--- config.mk ---
export PLATFORM = sky130hd
export DESIGN_NAME = rcr_core
export DESIGN_NICKNAME = d
export VERILOG_FILES = /design/src/rcr_core.v
export VERILOG_INCLUDE_DIRS = /design/src /design/src/include
export SDC_FILE = /design/constraint.sdc
export NUM_CORES = 1
export LEC_CHECK = 0
export CAP_MARGIN = 40
export CORE_MARGIN = 5
export CORE_UTILIZATION = 50
export CTS_CLUSTER_SIZE = 40
export DETAILED_ROUTE_END_ITERATION = 7
export DONT_BUFFER_PORTS = 1
export PLACE_DENSITY = 0.72
export SLEW_MARGIN = 10
export SYNTH_ARGS = -nofsm -noshare
export SYNTH_HDL_FRONTEND = slang
export SYNTH_SLANG_ARGS = --single-unit
--- constraint.sdc ---
create_clock -name clk_sys_i -period 8.1 [get_ports clk_sys_i]
set_clock_uncertainty 0.15 [all_clocks]
set_input_delay 2.43 -clock clk_sys_i [delete_from_list [all_inputs] [get_ports clk_sys_i]]
set_output_delay 2.43 -clock clk_sys_i [all_outputs]
set_load 0.005 [all_outputs]
--- src/include/rcr_defs.vh ---
// Purpose: constants for the core register file, status bits and opcodes
// Assumes: included once per design file
// Notes: opcode values are local to this core's decoder
`ifndef RCR_DEFS_VH
`define RCR_DEFS_VH
// register file indexes
`define RCR_R0 4'h0
`define RCR_R3 4'h3
`define RCR_I0H 4'h4
`define RCR_I0L 4'h5
`define RCR_IPH 4'hc
`define RCR_IPL 4'hd
`define RCR_STAT 4'he
`define RCR_ACC 4'hf
// status register fields and reset
`define RCR_ST_IE2 7
`define RCR_ST_IE1 6
`define RCR_ST_GIE 5
`define RCR_ST_IN2 4
`define RCR_ST_IN1 3
`define RCR_ST_IN0 2
`define RCR_ST_EV1 1
`define RCR_ST_EV0 0
`define RCR_STAT_RST 8'h00
`define RCR_IRQ_VEC 16'h0001
// opcodes, instr[21:16]
`define RCR_OP_NOP 6'h00
`define RCR_OP_JMP 6'h01
`define RCR_OP_JIP 6'h02
`define RCR_OP_JZ 6'h03
`define RCR_OP_JNZ 6'h04
`define RCR_OP_JC 6'h05
`define RCR_OP_JNC 6'h06
`define RCR_OP_JV 6'h07
`define RCR_OP_CALL 6'h08
`define RCR_OP_RET 6'h09
`define RCR_OP_RETI 6'h0a
`define RCR_OP_PUSH 6'h0b
`define RCR_OP_POP 6'h0c
`define RCR_OP_MOVI 6'h0d
`define RCR_OP_MOVR 6'h0e
`define RCR_OP_LOAD 6'h0f
`define RCR_OP_STORE 6'h10
`define RCR_OP_SHL 6'h11
`define RCR_OP_SHLC 6'h12
`define RCR_OP_SHR 6'h13
`define RCR_OP_SHRC 6'h14
`define RCR_OP_SHRA 6'h15
`define RCR_OP_ADD 6'h16
`define RCR_OP_ADDC 6'h17
`define RCR_OP_SUB 6'h18
`define RCR_OP_SUBC 6'h19
`define RCR_OP_MUL 6'h1a
`define RCR_OP_AND 6'h1b
`define RCR_OP_OR 6'h1c
`define RCR_OP_XOR 6'h1d
`define RCR_OP_CMVD 6'h1e
`define RCR_OP_CMVS 6'h1f
`define RCR_OP_HALT 6'h20
`endif

--- src/rcr_core.v ---
// Purpose: register file, flags, program counter and return stack of an 8-bit core
// Assumes: program memory answers in the same cycle; requests come from other clocks
// Notes: one instruction per clock; data memory stores are posted one cycle late
// How it works
// - sixteen eight-bit registers in one array
// - register pairs read as one 16-bit word
// - decoder takes 22-bit instruction words
// - each instruction finishes in one clock
// - halt ends on interrupt or event request
// - interrupt wake branches, event wake continues
// - 16-bit program counter points at next instruction
// - hardware stack keeps return addresses
// - one data index from a high/low pair
// - program index pair plus data offset register
// - status bits 7,6 enable levels 2,1
// - status bit 5 gates all interrupt levels
// - status bits 4..2 record interrupt requests
// - interrupt request bits stay until software clears
// - status bits 1,0 hold event requests
// - zero flag tracks accumulator equal zero
// - shift carry is the bit shifted out
// - add carry on overflow, subtract clears on underflow
// - overflow flag marks signed over/underflow
// - call pushes return address, loads target
// - interrupt return pops and sets global enable
`include "rcr_defs.vh"
module rcr_core #(
  parameter STACK_DEPTH = 8
) (
  // clock and reset
  input wire clk_sys_i,
  input wire arst_n_i,
  // program memory
  input wire [21:0] instr_i,
  output reg [15:0] pc_o,
  // data memory
  input wire [7:0] dm_rdata_i,
  output reg [15:0] dm_addr_o,
  output reg [7:0] dm_wdata_o,
  output reg dm_we_o,
  // request sources, asynchronous levels
  input wire [2:0] irq_src_i,
  input wire [1:0] evt_src_i,
  // observed state
  output reg [7:0] acc_o,
  output reg [7:0] stat_o,
  output reg [2:0] flags_o,
  output reg halted_o
);
  reg [7:0] regs_ff [0:15];
  reg [15:0] stack_ff [0:STACK_DEPTH-1];
  reg [15:0] pc_ff;
  reg z_ff, c_ff, v_ff, halted_ff;
  reg [4:0] req_s1_ff, req_s2_ff, req_s3_ff;
  integer k;

  // two registers viewed as one wide operand
  function [15:0] pair;
    input [7:0] hi;
    input [7:0] lo;
    begin
      pair = {hi, lo};
    end
  endfunction

  wire [5:0] op = instr_i[21:16];
  wire [3:0] rd = instr_i[15:12];
  wire [3:0] rs = instr_i[11:8];
  wire [7:0] imm = instr_i[7:0];
  wire [15:0] tgt = instr_i[15:0];
  wire [7:0] vd = regs_ff[rd];
  wire [7:0] vs = regs_ff[rs];
  wire [7:0] st = regs_ff[`RCR_STAT];
  wire [15:0] ip = pair(regs_ff[`RCR_IPH], regs_ff[`RCR_IPL]);
  wire [15:0] pc_inc = pc_ff + 16'h0001;

  // a request counts once the second and third stages agree
  wire [4:0] req_set = req_s2_ff & req_s3_ff;

  // level 0 has no level enable of its own
  wire irq_take = st[`RCR_ST_GIE] & ((st[`RCR_ST_IN2] & st[`RCR_ST_IE2]) |
    (st[`RCR_ST_IN1] & st[`RCR_ST_IE1]) | st[`RCR_ST_IN0]);
  wire evt_any = st[`RCR_ST_EV1] | st[`RCR_ST_EV0];

  // execute stage, all combinational so every op ends in this clock
  reg [15:0] nxt_pc;
  reg [7:0] nxt_acc, wr_data;
  reg acc_we, wr_en, nxt_c, nxt_v, push, pop, ip_we, gie_set, gie_clr;
  reg nxt_halted, st_we, nxt_dm_we;
  reg [15:0] push_val, ip_val;
  reg [8:0] sum;
  reg [15:0] prod;
  always @* begin
    nxt_pc = pc_inc;
    nxt_acc = regs_ff[`RCR_ACC];
    acc_we = 1'b0;
    wr_en = 1'b0;
    wr_data = vs;
    nxt_c = c_ff;
    nxt_v = v_ff;
    push = 1'b0;
    pop = 1'b0;
    push_val = pc_inc;
    ip_we = 1'b0;
    ip_val = pc_inc;
    gie_set = 1'b0;
    gie_clr = 1'b0;
    nxt_halted = halted_ff;
    nxt_dm_we = 1'b0;
    sum = 9'h000;
    prod = vd * vs;
    if (irq_take) begin
      // interrupt entry replaces the fetched instruction
      nxt_pc = `RCR_IRQ_VEC;
      push = 1'b1;
      push_val = pc_ff;
      gie_clr = 1'b1;
      nxt_halted = 1'b0;
    end else if (halted_ff) begin
      // pc already points past the halt, so an event just resumes
      nxt_pc = pc_ff;
      if (evt_any) begin
        nxt_halted = 1'b0;
      end
    end else begin
      case (op)
        `RCR_OP_JMP: nxt_pc = tgt;
        `RCR_OP_JIP: nxt_pc = ip;
        `RCR_OP_JZ: if (z_ff) nxt_pc = tgt;
        `RCR_OP_JNZ: if (!z_ff) nxt_pc = tgt;
        `RCR_OP_JC: if (c_ff) nxt_pc = tgt;
        `RCR_OP_JNC: if (!c_ff) nxt_pc = tgt;
        `RCR_OP_JV: if (v_ff) nxt_pc = tgt;
        `RCR_OP_CALL: begin
          push = 1'b1;
          nxt_pc = tgt;
        end
        `RCR_OP_RET: begin
          pop = 1'b1;
          nxt_pc = stack_ff[0];
        end
        `RCR_OP_RETI: begin
          pop = 1'b1;
          nxt_pc = stack_ff[0];
          gie_set = 1'b1;
        end
        `RCR_OP_PUSH: begin
          push = 1'b1;
          push_val = ip;
        end
        `RCR_OP_POP: begin
          pop = 1'b1;
          ip_we = 1'b1;
          ip_val = stack_ff[0];
        end
        `RCR_OP_MOVI: begin
          wr_en = 1'b1;
          wr_data = imm;
        end
        `RCR_OP_MOVR: wr_en = 1'b1;
        `RCR_OP_LOAD: begin
          wr_en = 1'b1;
          wr_data = dm_rdata_i;
        end
        `RCR_OP_STORE: nxt_dm_we = 1'b1;
        `RCR_OP_SHL, `RCR_OP_SHLC: begin
          wr_en = 1'b1;
          wr_data = {vs[6:0], (op == `RCR_OP_SHLC) & c_ff};
          nxt_c = vs[7];
          nxt_v = vs[7] ^ vs[6];
        end
        `RCR_OP_SHR, `RCR_OP_SHRC, `RCR_OP_SHRA: begin
          wr_en = 1'b1;
          wr_data = {(op == `RCR_OP_SHRC) ? c_ff : (op == `RCR_OP_SHRA) & vs[7], vs[7:1]};
          nxt_c = vs[0];
          nxt_v = 1'b0;
        end
        `RCR_OP_ADD, `RCR_OP_ADDC: begin
          sum = {1'b0, vd} + {1'b0, vs} + {8'h00, (op == `RCR_OP_ADDC) & c_ff};
          wr_en = 1'b1;
          wr_data = sum[7:0];
          nxt_c = sum[8];
          nxt_v = (vd[7] == vs[7]) & (sum[7] != vd[7]);
        end
        `RCR_OP_SUB, `RCR_OP_SUBC: begin
          // carry acts as not-borrow: cleared on underflow
          sum = {1'b0, vd} - {1'b0, vs} - {8'h00, (op == `RCR_OP_SUBC) & ~c_ff};
          wr_en = 1'b1;
          wr_data = sum[7:0];
          nxt_c = ~sum[8];
          nxt_v = (vd[7] != vs[7]) & (sum[7] != vd[7]);
        end
        `RCR_OP_MUL: begin
          // low byte to the register, high byte stays in the accumulator
          wr_en = 1'b1;
          wr_data = prod[7:0];
        end
        `RCR_OP_AND: begin
          wr_en = 1'b1;
          wr_data = vd & vs;
        end
        `RCR_OP_OR: begin
          wr_en = 1'b1;
          wr_data = vd | vs;
        end
        `RCR_OP_XOR: begin
          wr_en = 1'b1;
          wr_data = vd ^ vs;
        end
        `RCR_OP_CMVD: wr_en = ~c_ff;
        `RCR_OP_CMVS: wr_en = c_ff;
        `RCR_OP_HALT: nxt_halted = 1'b1;
        default: nxt_pc = pc_inc;
      endcase
      // every data op except store also leaves its result in the accumulator
      if (op >= `RCR_OP_MOVI && op <= `RCR_OP_CMVS && op != `RCR_OP_STORE) begin
        acc_we = 1'b1;
        nxt_acc = (op == `RCR_OP_MUL) ? prod[15:8] : wr_data;
      end
    end
    st_we = wr_en & (rd == `RCR_STAT);
  end

  // accumulator as it stands after this clock, for the zero flag
  wire [7:0] acc_after = (wr_en && rd == `RCR_ACC) ? wr_data : nxt_acc;

  // status byte: a hardware set wins over a software clear in the same clock
  wire [7:0] st_base = st_we ? wr_data : st;
  wire [7:0] st_gie = (st_base & ~{2'b00, gie_clr, 5'h00}) | {2'b00, gie_set, 5'h00};
  wire [7:0] nxt_stat = st_gie | {3'b000, req_set};

  // request synchronisers, three stages per source
  always @(posedge clk_sys_i or negedge arst_n_i) begin
    if (!arst_n_i) begin
      req_s1_ff <= 5'h00;
      req_s2_ff <= 5'h00;
      req_s3_ff <= 5'h00;
    end else begin
      req_s1_ff <= {irq_src_i, evt_src_i};
      req_s2_ff <= req_s1_ff;
      req_s3_ff <= req_s2_ff;
    end
  end

  // architectural state update
  always @(posedge clk_sys_i or negedge arst_n_i) begin
    if (!arst_n_i) begin
      for (k = 0; k < 16; k = k + 1) begin
        regs_ff[k] <= 8'h00;
      end
      for (k = 0; k < STACK_DEPTH; k = k + 1) begin
        stack_ff[k] <= 16'h0000;
      end
      pc_ff <= 16'h0000;
      z_ff <= 1'b1;
      c_ff <= 1'b0;
      v_ff <= 1'b0;
      halted_ff <= 1'b0;
    end else begin
      pc_ff <= nxt_pc;
      c_ff <= nxt_c;
      v_ff <= nxt_v;
      z_ff <= (acc_after == 8'h00);
      halted_ff <= nxt_halted;
      if (acc_we) begin
        regs_ff[`RCR_ACC] <= nxt_acc;
      end
      // the named destination wins over the accumulator copy
      if (wr_en && rd != `RCR_STAT) begin
        regs_ff[rd] <= wr_data;
      end
      if (ip_we) begin
        regs_ff[`RCR_IPH] <= ip_val[15:8];
        regs_ff[`RCR_IPL] <= ip_val[7:0];
      end
      regs_ff[`RCR_STAT] <= nxt_stat;
      // newest entry on top, oldest falls off the bottom when full
      if (push) begin
        stack_ff[0] <= push_val;
        for (k = 1; k < STACK_DEPTH; k = k + 1) begin
          stack_ff[k] <= stack_ff[k-1];
        end
      end else if (pop) begin
        for (k = 0; k < STACK_DEPTH - 1; k = k + 1) begin
          stack_ff[k] <= stack_ff[k+1];
        end
      end
    end
  end

  // registered outputs; loads use index 0 plus the data offset
  always @(posedge clk_sys_i or negedge arst_n_i) begin
    if (!arst_n_i) begin
      pc_o <= 16'h0000;
      dm_addr_o <= 16'h0000;
      dm_wdata_o <= 8'h00;
      dm_we_o <= 1'b0;
      acc_o <= 8'h00;
      stat_o <= `RCR_STAT_RST;
      flags_o <= 3'b001;
      halted_o <= 1'b0;
    end else begin
      pc_o <= nxt_pc;
      dm_addr_o <= pair(regs_ff[`RCR_I0H], regs_ff[`RCR_I0L]) + {8'h00, regs_ff[`RCR_R3]};
      dm_wdata_o <= vd;
      dm_we_o <= nxt_dm_we;
      // a multiply into the accumulator keeps the low byte, so mirror what lands
      acc_o <= acc_after;
      stat_o <= nxt_stat;
      flags_o <= {nxt_v, nxt_c, acc_after == 8'h00};
      halted_o <= nxt_halted;
    end
  end
endmodule // rcr_core

[After elaboration in Yosys (flattened, before gate mapping)]
Index checks and enable logic that the tools add are counted.
Cells by class
  add/sub/neg operators: 6
  $mul: 1
  div/mod/pow operators: 0
  order comparisons: 5
  eq/ne operators: 41
  shift-type cells: 0
  muxes and demuxes: 70
  bitwise logic cells: 26
  reduce and logical (&&, ||, !) cells: 17
Operator list (count)
  two-way mux 112 bit: 2
  two-way mux 16 bit: 14
  bitwise mux 128 bit: 1
  case mux 16 bit (8 select lines): 1
  two-way mux 8 bit: 14
  equality test 6 x 5 -> 1 bit (second input constant): 16
  case mux 8 bit (10 select lines): 1
  binary-select mux 8 bit (select 4 bit): 2
  equality test 6 x 4 -> 1 bit (second input constant): 8
  demux 8 bit (select 4 bit): 1
  two-way mux 32 bit: 1
  two-way mux 1 bit: 30
  equality test 6 x 3 -> 1 bit (second input constant): 4
  adder 16 x 1 -> 16 bit (second input constant): 1
  adder 16 x 8 -> 16 bit: 1
  bitwise AND 8 bit: 2
  multiplier 8 x 8 -> 16 bit: 1
  OR reduction 16 bit: 1
  equality test 6 x 2 -> 1 bit (second input constant): 2
  OR reduction 2 bit: 6
  bitwise AND 1 bit: 10
  greater-or-equal comparator 5 bit (second input constant): 2
  NOT 4 -> 5 bit: 2
  adder 8 x 8 -> 9 bit: 1
  29 further kinds: 42
Word-level totals
  register bits after elaboration: 327
  bits in latches: 0
  bits in writable memories: 0
  bits in read-only memories: 0
  output and inout port bits: 61
  memories: 0

[Longest topological paths before layout]
  word-level depth: 15
  mapped depth: 29
  depth with buffers taken out: 24

[Worst setup path before layout]
No wires, ideal clock.
  kind: input port to flip-flop
  start: in instr_i[12]
  end: reg flags_o[0]
  library setup time: 0.090 ns
  arrival: 8.935 ns
  data required time: 7.860 ns
  setup slack: -1.075 ns
  cell stages on the path: 24
  cells stage by stage: buf_2 buf_1 mux4_2 mux2_2 o21ai_1 inv_1 ha_1 fa_1 fa_1 fa_1 inv_1 fa_1 inv_1 ha_1 clkbuf_1 nand3_1 o211ai_1 nor2_1 xnor2_1 a32o_1 a21o_1 or3_1 or3_1 nor4_2
RTL lines
  start, declared: line rcr_core.v:34  | input wire [21:0] instr_i,
  NOT 4 -> 5 bit (not written as such): line rcr_core.v:71  | wire [7:0] vd = regs_ff[rd];
  binary-select mux 8 bit (select 4 bit): line rcr_core.v:71
  two-way mux 8 bit (not written as such) (2 in a row): line rcr_core.v:71
  named net vd[3]: line rcr_core.v:71
  multiplier 8 x 8 -> 16 bit: line rcr_core.v:111  | prod = vd * vs;
  two-way mux 8 bit: line rcr_core.v:218  | nxt_acc = (op == `RCR_OP_MUL) ? prod[15:8] : wr_data;
  two-way mux 8 bit: line rcr_core.v:216  | if (op >= `RCR_OP_MOVI && op <= `RCR_OP_CMVS && op != `RCR_OP_STORE) begin
  two-way mux 8 bit: line rcr_core.v:119  | end else if (halted_ff) begin
  two-way mux 8 bit: line rcr_core.v:112  | if (irq_take) begin
  two-way mux 8 bit: line rcr_core.v:225  | wire [7:0] acc_after = (wr_en && rd == `RCR_ACC) ? wr_data : nxt_acc;
  named net acc_after[0]: line rcr_core.v:225
  zero test 8 bit: line rcr_core.v:310  | flags_o <= {nxt_v, nxt_c, acc_after == 8'h00};
  end signal, assigned: line rcr_core.v:310
  end, declared: line rcr_core.v:47  | output reg [2:0] flags_o,
The timed path passes the listed nets, and every way through them passes these cells. The select of a mux whose other input is x is not followed.
A chain may end at the register's enable or synchronous reset.

[Final worst setup path]
  start: in instr_i[12]
  end: reg flags_o[0]
On the way
  word-level cells in the longest chain between the ends: 13
Ends and longest elaborated chain (line)
  NOT 4 -> 5 bit (not written as such) (*): rcr_core.v:71
  binary-select mux 8 bit (select 4 bit) (*): rcr_core.v:71
  two-way mux 8 bit (not written as such) (*) (2 in a row): rcr_core.v:71
  named net vd[0]: rcr_core.v:71
  branches (longest 7 deep; another with multiplier 8 x 8 -> 16 bit)
  two-way mux 8 bit (*): rcr_core.v:225
  named net acc_after[0]: rcr_core.v:225
  zero test 8 bit (*): rcr_core.v:310
Mark *: on every way through the listed nets, which the timed path passes. The select of a mux whose other input is x is not followed.

==> results by group <==
STA
  – Tmin final: 7.80 ns
  – Tcrit/Tclk final: 96.4%
  – Max-slew headroom: 24.7%
  – Tightest Pin Transition: around 1.1 ns
  – Setup-failing EPs final: 0
  – Final Worst Setup Slack: 0.295 ns
  – Hold Fails Final Rpt: 0
  – RSZ-0062 raised after global routing: false
  – Count of pins over their slew limit: 0
  – Fmax: 128 MHz

Logic synthesis
  – Main synth FF type: dfrtp_1
  – Yosys warnings: 0
  – XOR/XNOR share of the synthesized area: 1.81%
  – Syn nets: 2237
  – Multiplexer area fraction after synthesis: a little under a fifth
  – Synth Area in Adders: under 10%
  – #FFs+latches synth: 324
  – Unique cell type count in the Yosys netlist: 91
  – Sequential share of the synthesized area: 39.0%
  – Yosys top cell area share: 38.9%
  – Complex-gate fraction of the synthesized area: 13.9%
  – Top post-synthesis cells by area: dfrtp_1 39%, mux2i_1 7.6%, mux4_2 5.4%
  – Post-Synthesis Cells: 2086
  – EDFF count, synth: 0
  – Cell Area, Synth: 20800 µm²
  – Async SR Flop Fraction: 100%
  – Post-synthesis simple-gate area fraction: 13.4%
  – Main combinational cell family by area after synthesis: multiplexers
  – Largest area contributor in the netlist: dfrtp_1
  – Avg Cell Area, Syn: between 9 and 10 µm²

Clocking
  – H-tree depth: 2
  – CTS Buffer Depth: 3
  – CTS tree: built
  – CTS Buf Count: 37
  – Clock transition at path regs: 0.06 ns
  – CTS resizes: 0
  – Clock Latency Late Sink: 0.58 ns
  – Cts hold-fix bufs: 0
  – Clk sink count: ~320
  – Setup Buffers After CTS: 0
  – Clk root buf: clkbuf_16

Route
  – Pre-antenna DRT Iters: 6
  – Final WL: between 60 and 70 mm
  – DRT iter0 DRCs: approximately 2000
  – Wirelength per Cell: 25.3 µm
  – Vias per inst: ~6.4
  – Remaining DRCs: 0
  – Final ANT Viol Nets: 0
  – Total number of vias: 17000

Floorplan
  – Die Y: 214 µm
  – Initial Utilization: approximately half
  – Core box area: 41000 µm²
  – Io pins: 98
  – DIE WIDTH: 214 µm
  – Die ar.: 45800 µm²
  – Placement Rows: 74

GRT
  – First-pass GRT wire length: 103 mm
  – Met3 usage: just under 8%
  – Antenna violations before repair: 0
  – Vias in the first global route: 16600
  – Total track usage: between 20 and 30%
  – Met2 GRT Util: a little over two fifths
  – GR Overflow Total: 0
  – Largest net degree at the start of global routing: around 330
  – Met1 GRT Util: about 41%
  – Busiest grt layer: met2

Place
  – Post-DP HPWL: 48.6 mm
  – Port Buf Inserts: 0
  – Pre-CTS setup slack: -0.181 ns
  – Post-DP Area: 21800 µm²
  – Final Wtd Congestion: 1.01

Flow run
  – MaxCap Viol Count: 0

Cells and area
  – Layout cell share with drive strength beyond 1: 16.9%
  – Layout fillers: 3554
  – Area Overhead vs Synth: 11.0%
  – Core Util, Final: a little under three fifths
  – Design Area, Final: 23100 µm²
  – Nets: about 2200
  – N_diodes: 0

Min path
  – Hold path depth: 0
  – HP Start: req_s1_ff[2]$_DFF_PN0_
  – Hold/Removal Path Class: reg2reg

Outcome
  – Status: complete, no violations

Critical path
  – CP required: ~8.4 ns
  – Worst Reg-to-Reg Cells: 23
  – Startpoint types: input pin
  – Worst Path Arrival: just over 8 ns
  – CP Capture Type: register
  – Critical path class: in2reg
  – FF-to-FF Start: ip[8]$_DFFE_PN0P_
  – Beginning of the critical path: instr_i[12]
  – Crit path max fanout: 38

Power and ir drop
  – Leak pwr: 10.3 nW
  – Power Density: 325 nW/µm²
  – Worst VDD drop: 0.333 mV
layout by cell type (no fill, tap or decap), drive strengths merged, types with 7 or more instances in the layout:
cell	n
a22oi	39
mux4	52
dfrtp	323
nand3b	8
nand4	13
nand2	292
a21o	14
nand2b	11
inv	97
nor3	34
clkbuf	51
a21oi	67
xnor2	22
nor2b	16
a211oi	14
nand3	31
clkinv	11
and2	13
nor2	139
and3	14
fa	41
mux2i	158
a221oi	15
o221ai	12
nor4	10
or3	7
ha	73
xor2	21
o21ai	177
buf	113
mux2	100
a221o	10
o21a	9
through the flow:
stage | hold slack [ns] | power [W] | TNS (ns) | cells
floorplan | 0.181 | 0.00460 | -0.190 | 2086
global placement | 0.184 | 0.00561 | -0.463 | 2582
detailed placement | 0.187 | 0.00571 | -2.18 | 2589
CTS | 0.201 | 0.00747 | 0 | 2654
global route | 0.200 | 0.00796 | 0 | 2655
finish | 0.197 | 0.00750 | 0 | 2655
area by class of cell:
class                           count  area [µm²]  share of cell area, %
Clock buffer                       51        1030                   4.46
Clock inverter                     14         221                  0.960
Inverter                           98         368                   1.59
Multi-Input combinational cell   1523       11800                   51.0
Sequential cell                   324        8110                   35.1
Tap cell                          532         666                   2.88
Timing Repair Buffer              113         908                   3.94
report_power, final:
part | leakage, nW | switching [W] | internal, W
clock | 0.612 | 0.000704 | 0.00102
sequential | 4.23 | 0.000613 | 0.00215
combinational | 5.41 | 0.00166 | 0.00134
total | 10.3 | 0.00298 | 0.00452
Yosys cell counts, types with 21 or more instances:
| library cell | number |
|---|---|
| ha_1 | 73 |
| nand3_1 | 31 |
| xor2_1 | 21 |
| mux4_2 | 50 |
| nand2_1 | 292 |
| xnor2_1 | 22 |
| clkbuf_1 | 93 |
| inv_1 | 92 |
| dfrtp_1 | 323 |
| a21oi_1 | 67 |
| mux2i_1 | 157 |
| mux2_2 | 95 |
| a22oi_1 | 39 |
| fa_1 | 41 |
| o21ai_0 | 166 |
| nor3_1 | 32 |
| nor2_1 | 139 |
logic make-up after synthesis:
family,Yosys count
buf+inv,239
simple gates,615
xor+xnor,43
flops,324
fa+ha+maj,114
mux,310
compound gates,441
sequential cells by signal (all words and copies together) (netlist names):
name        cells
stack_ff      128
regs_ff       104
dm_addr_o      16
ip             16
pc_o           16
acc_o           8
dm_wdata_o      8
stat_o          8
req_s1_ff       5
req_s2_ff       5
req_s3_ff       5
flags_o         3
dm_we_o         1
halted_o        1
routing by layer:
layer | up-vias | part of all wire (%)
li1 | 7509 | -
met1 | 8435 | 42
met2 | 898 | 44
met3 | 162 | 11
met4 | 0 | 3.2
met5 | - | 0
worst max-delay path: stages:
cell      delay [ns]
mux4_2          0.56
mux2i_1         0.23
nand2_1         0.11
o21ai_2         0.13
inv_1           0.14
nand2_1         0.10
fa_1            0.44
fa_1            0.51
inv_1           0.05
fa_1            0.48
inv_1           0.06
fa_1            0.53
inv_1           0.05
ha_1            0.41
nand3_1         0.11
o211ai_1        0.26
nor2_1          0.09
xnor2_1         0.14
a32o_1          0.28
a21o_1          0.17
or3_1           0.35
or3_1           0.33
nor4_2          0.14
path summary, 6_finish.rpt:
path	to	slack, ns
min reg2reg	req_s2_ff[2]$_DFF_PN0_	0.20
max in group asynchronous	acc_o[2]$_DFF_PN0_	5.45
max	flags_o[0]$_DFF_PN1_	0.30
max reg2reg	flags_o[0]$_DFF_PN1_	1.72
min in group asynchronous	dm_wdata_o[4]$_DFF_PN0_	1.41
min	req_s2_ff[2]$_DFF_PN0_	0.20
Power figures use the tool's default switching activity.
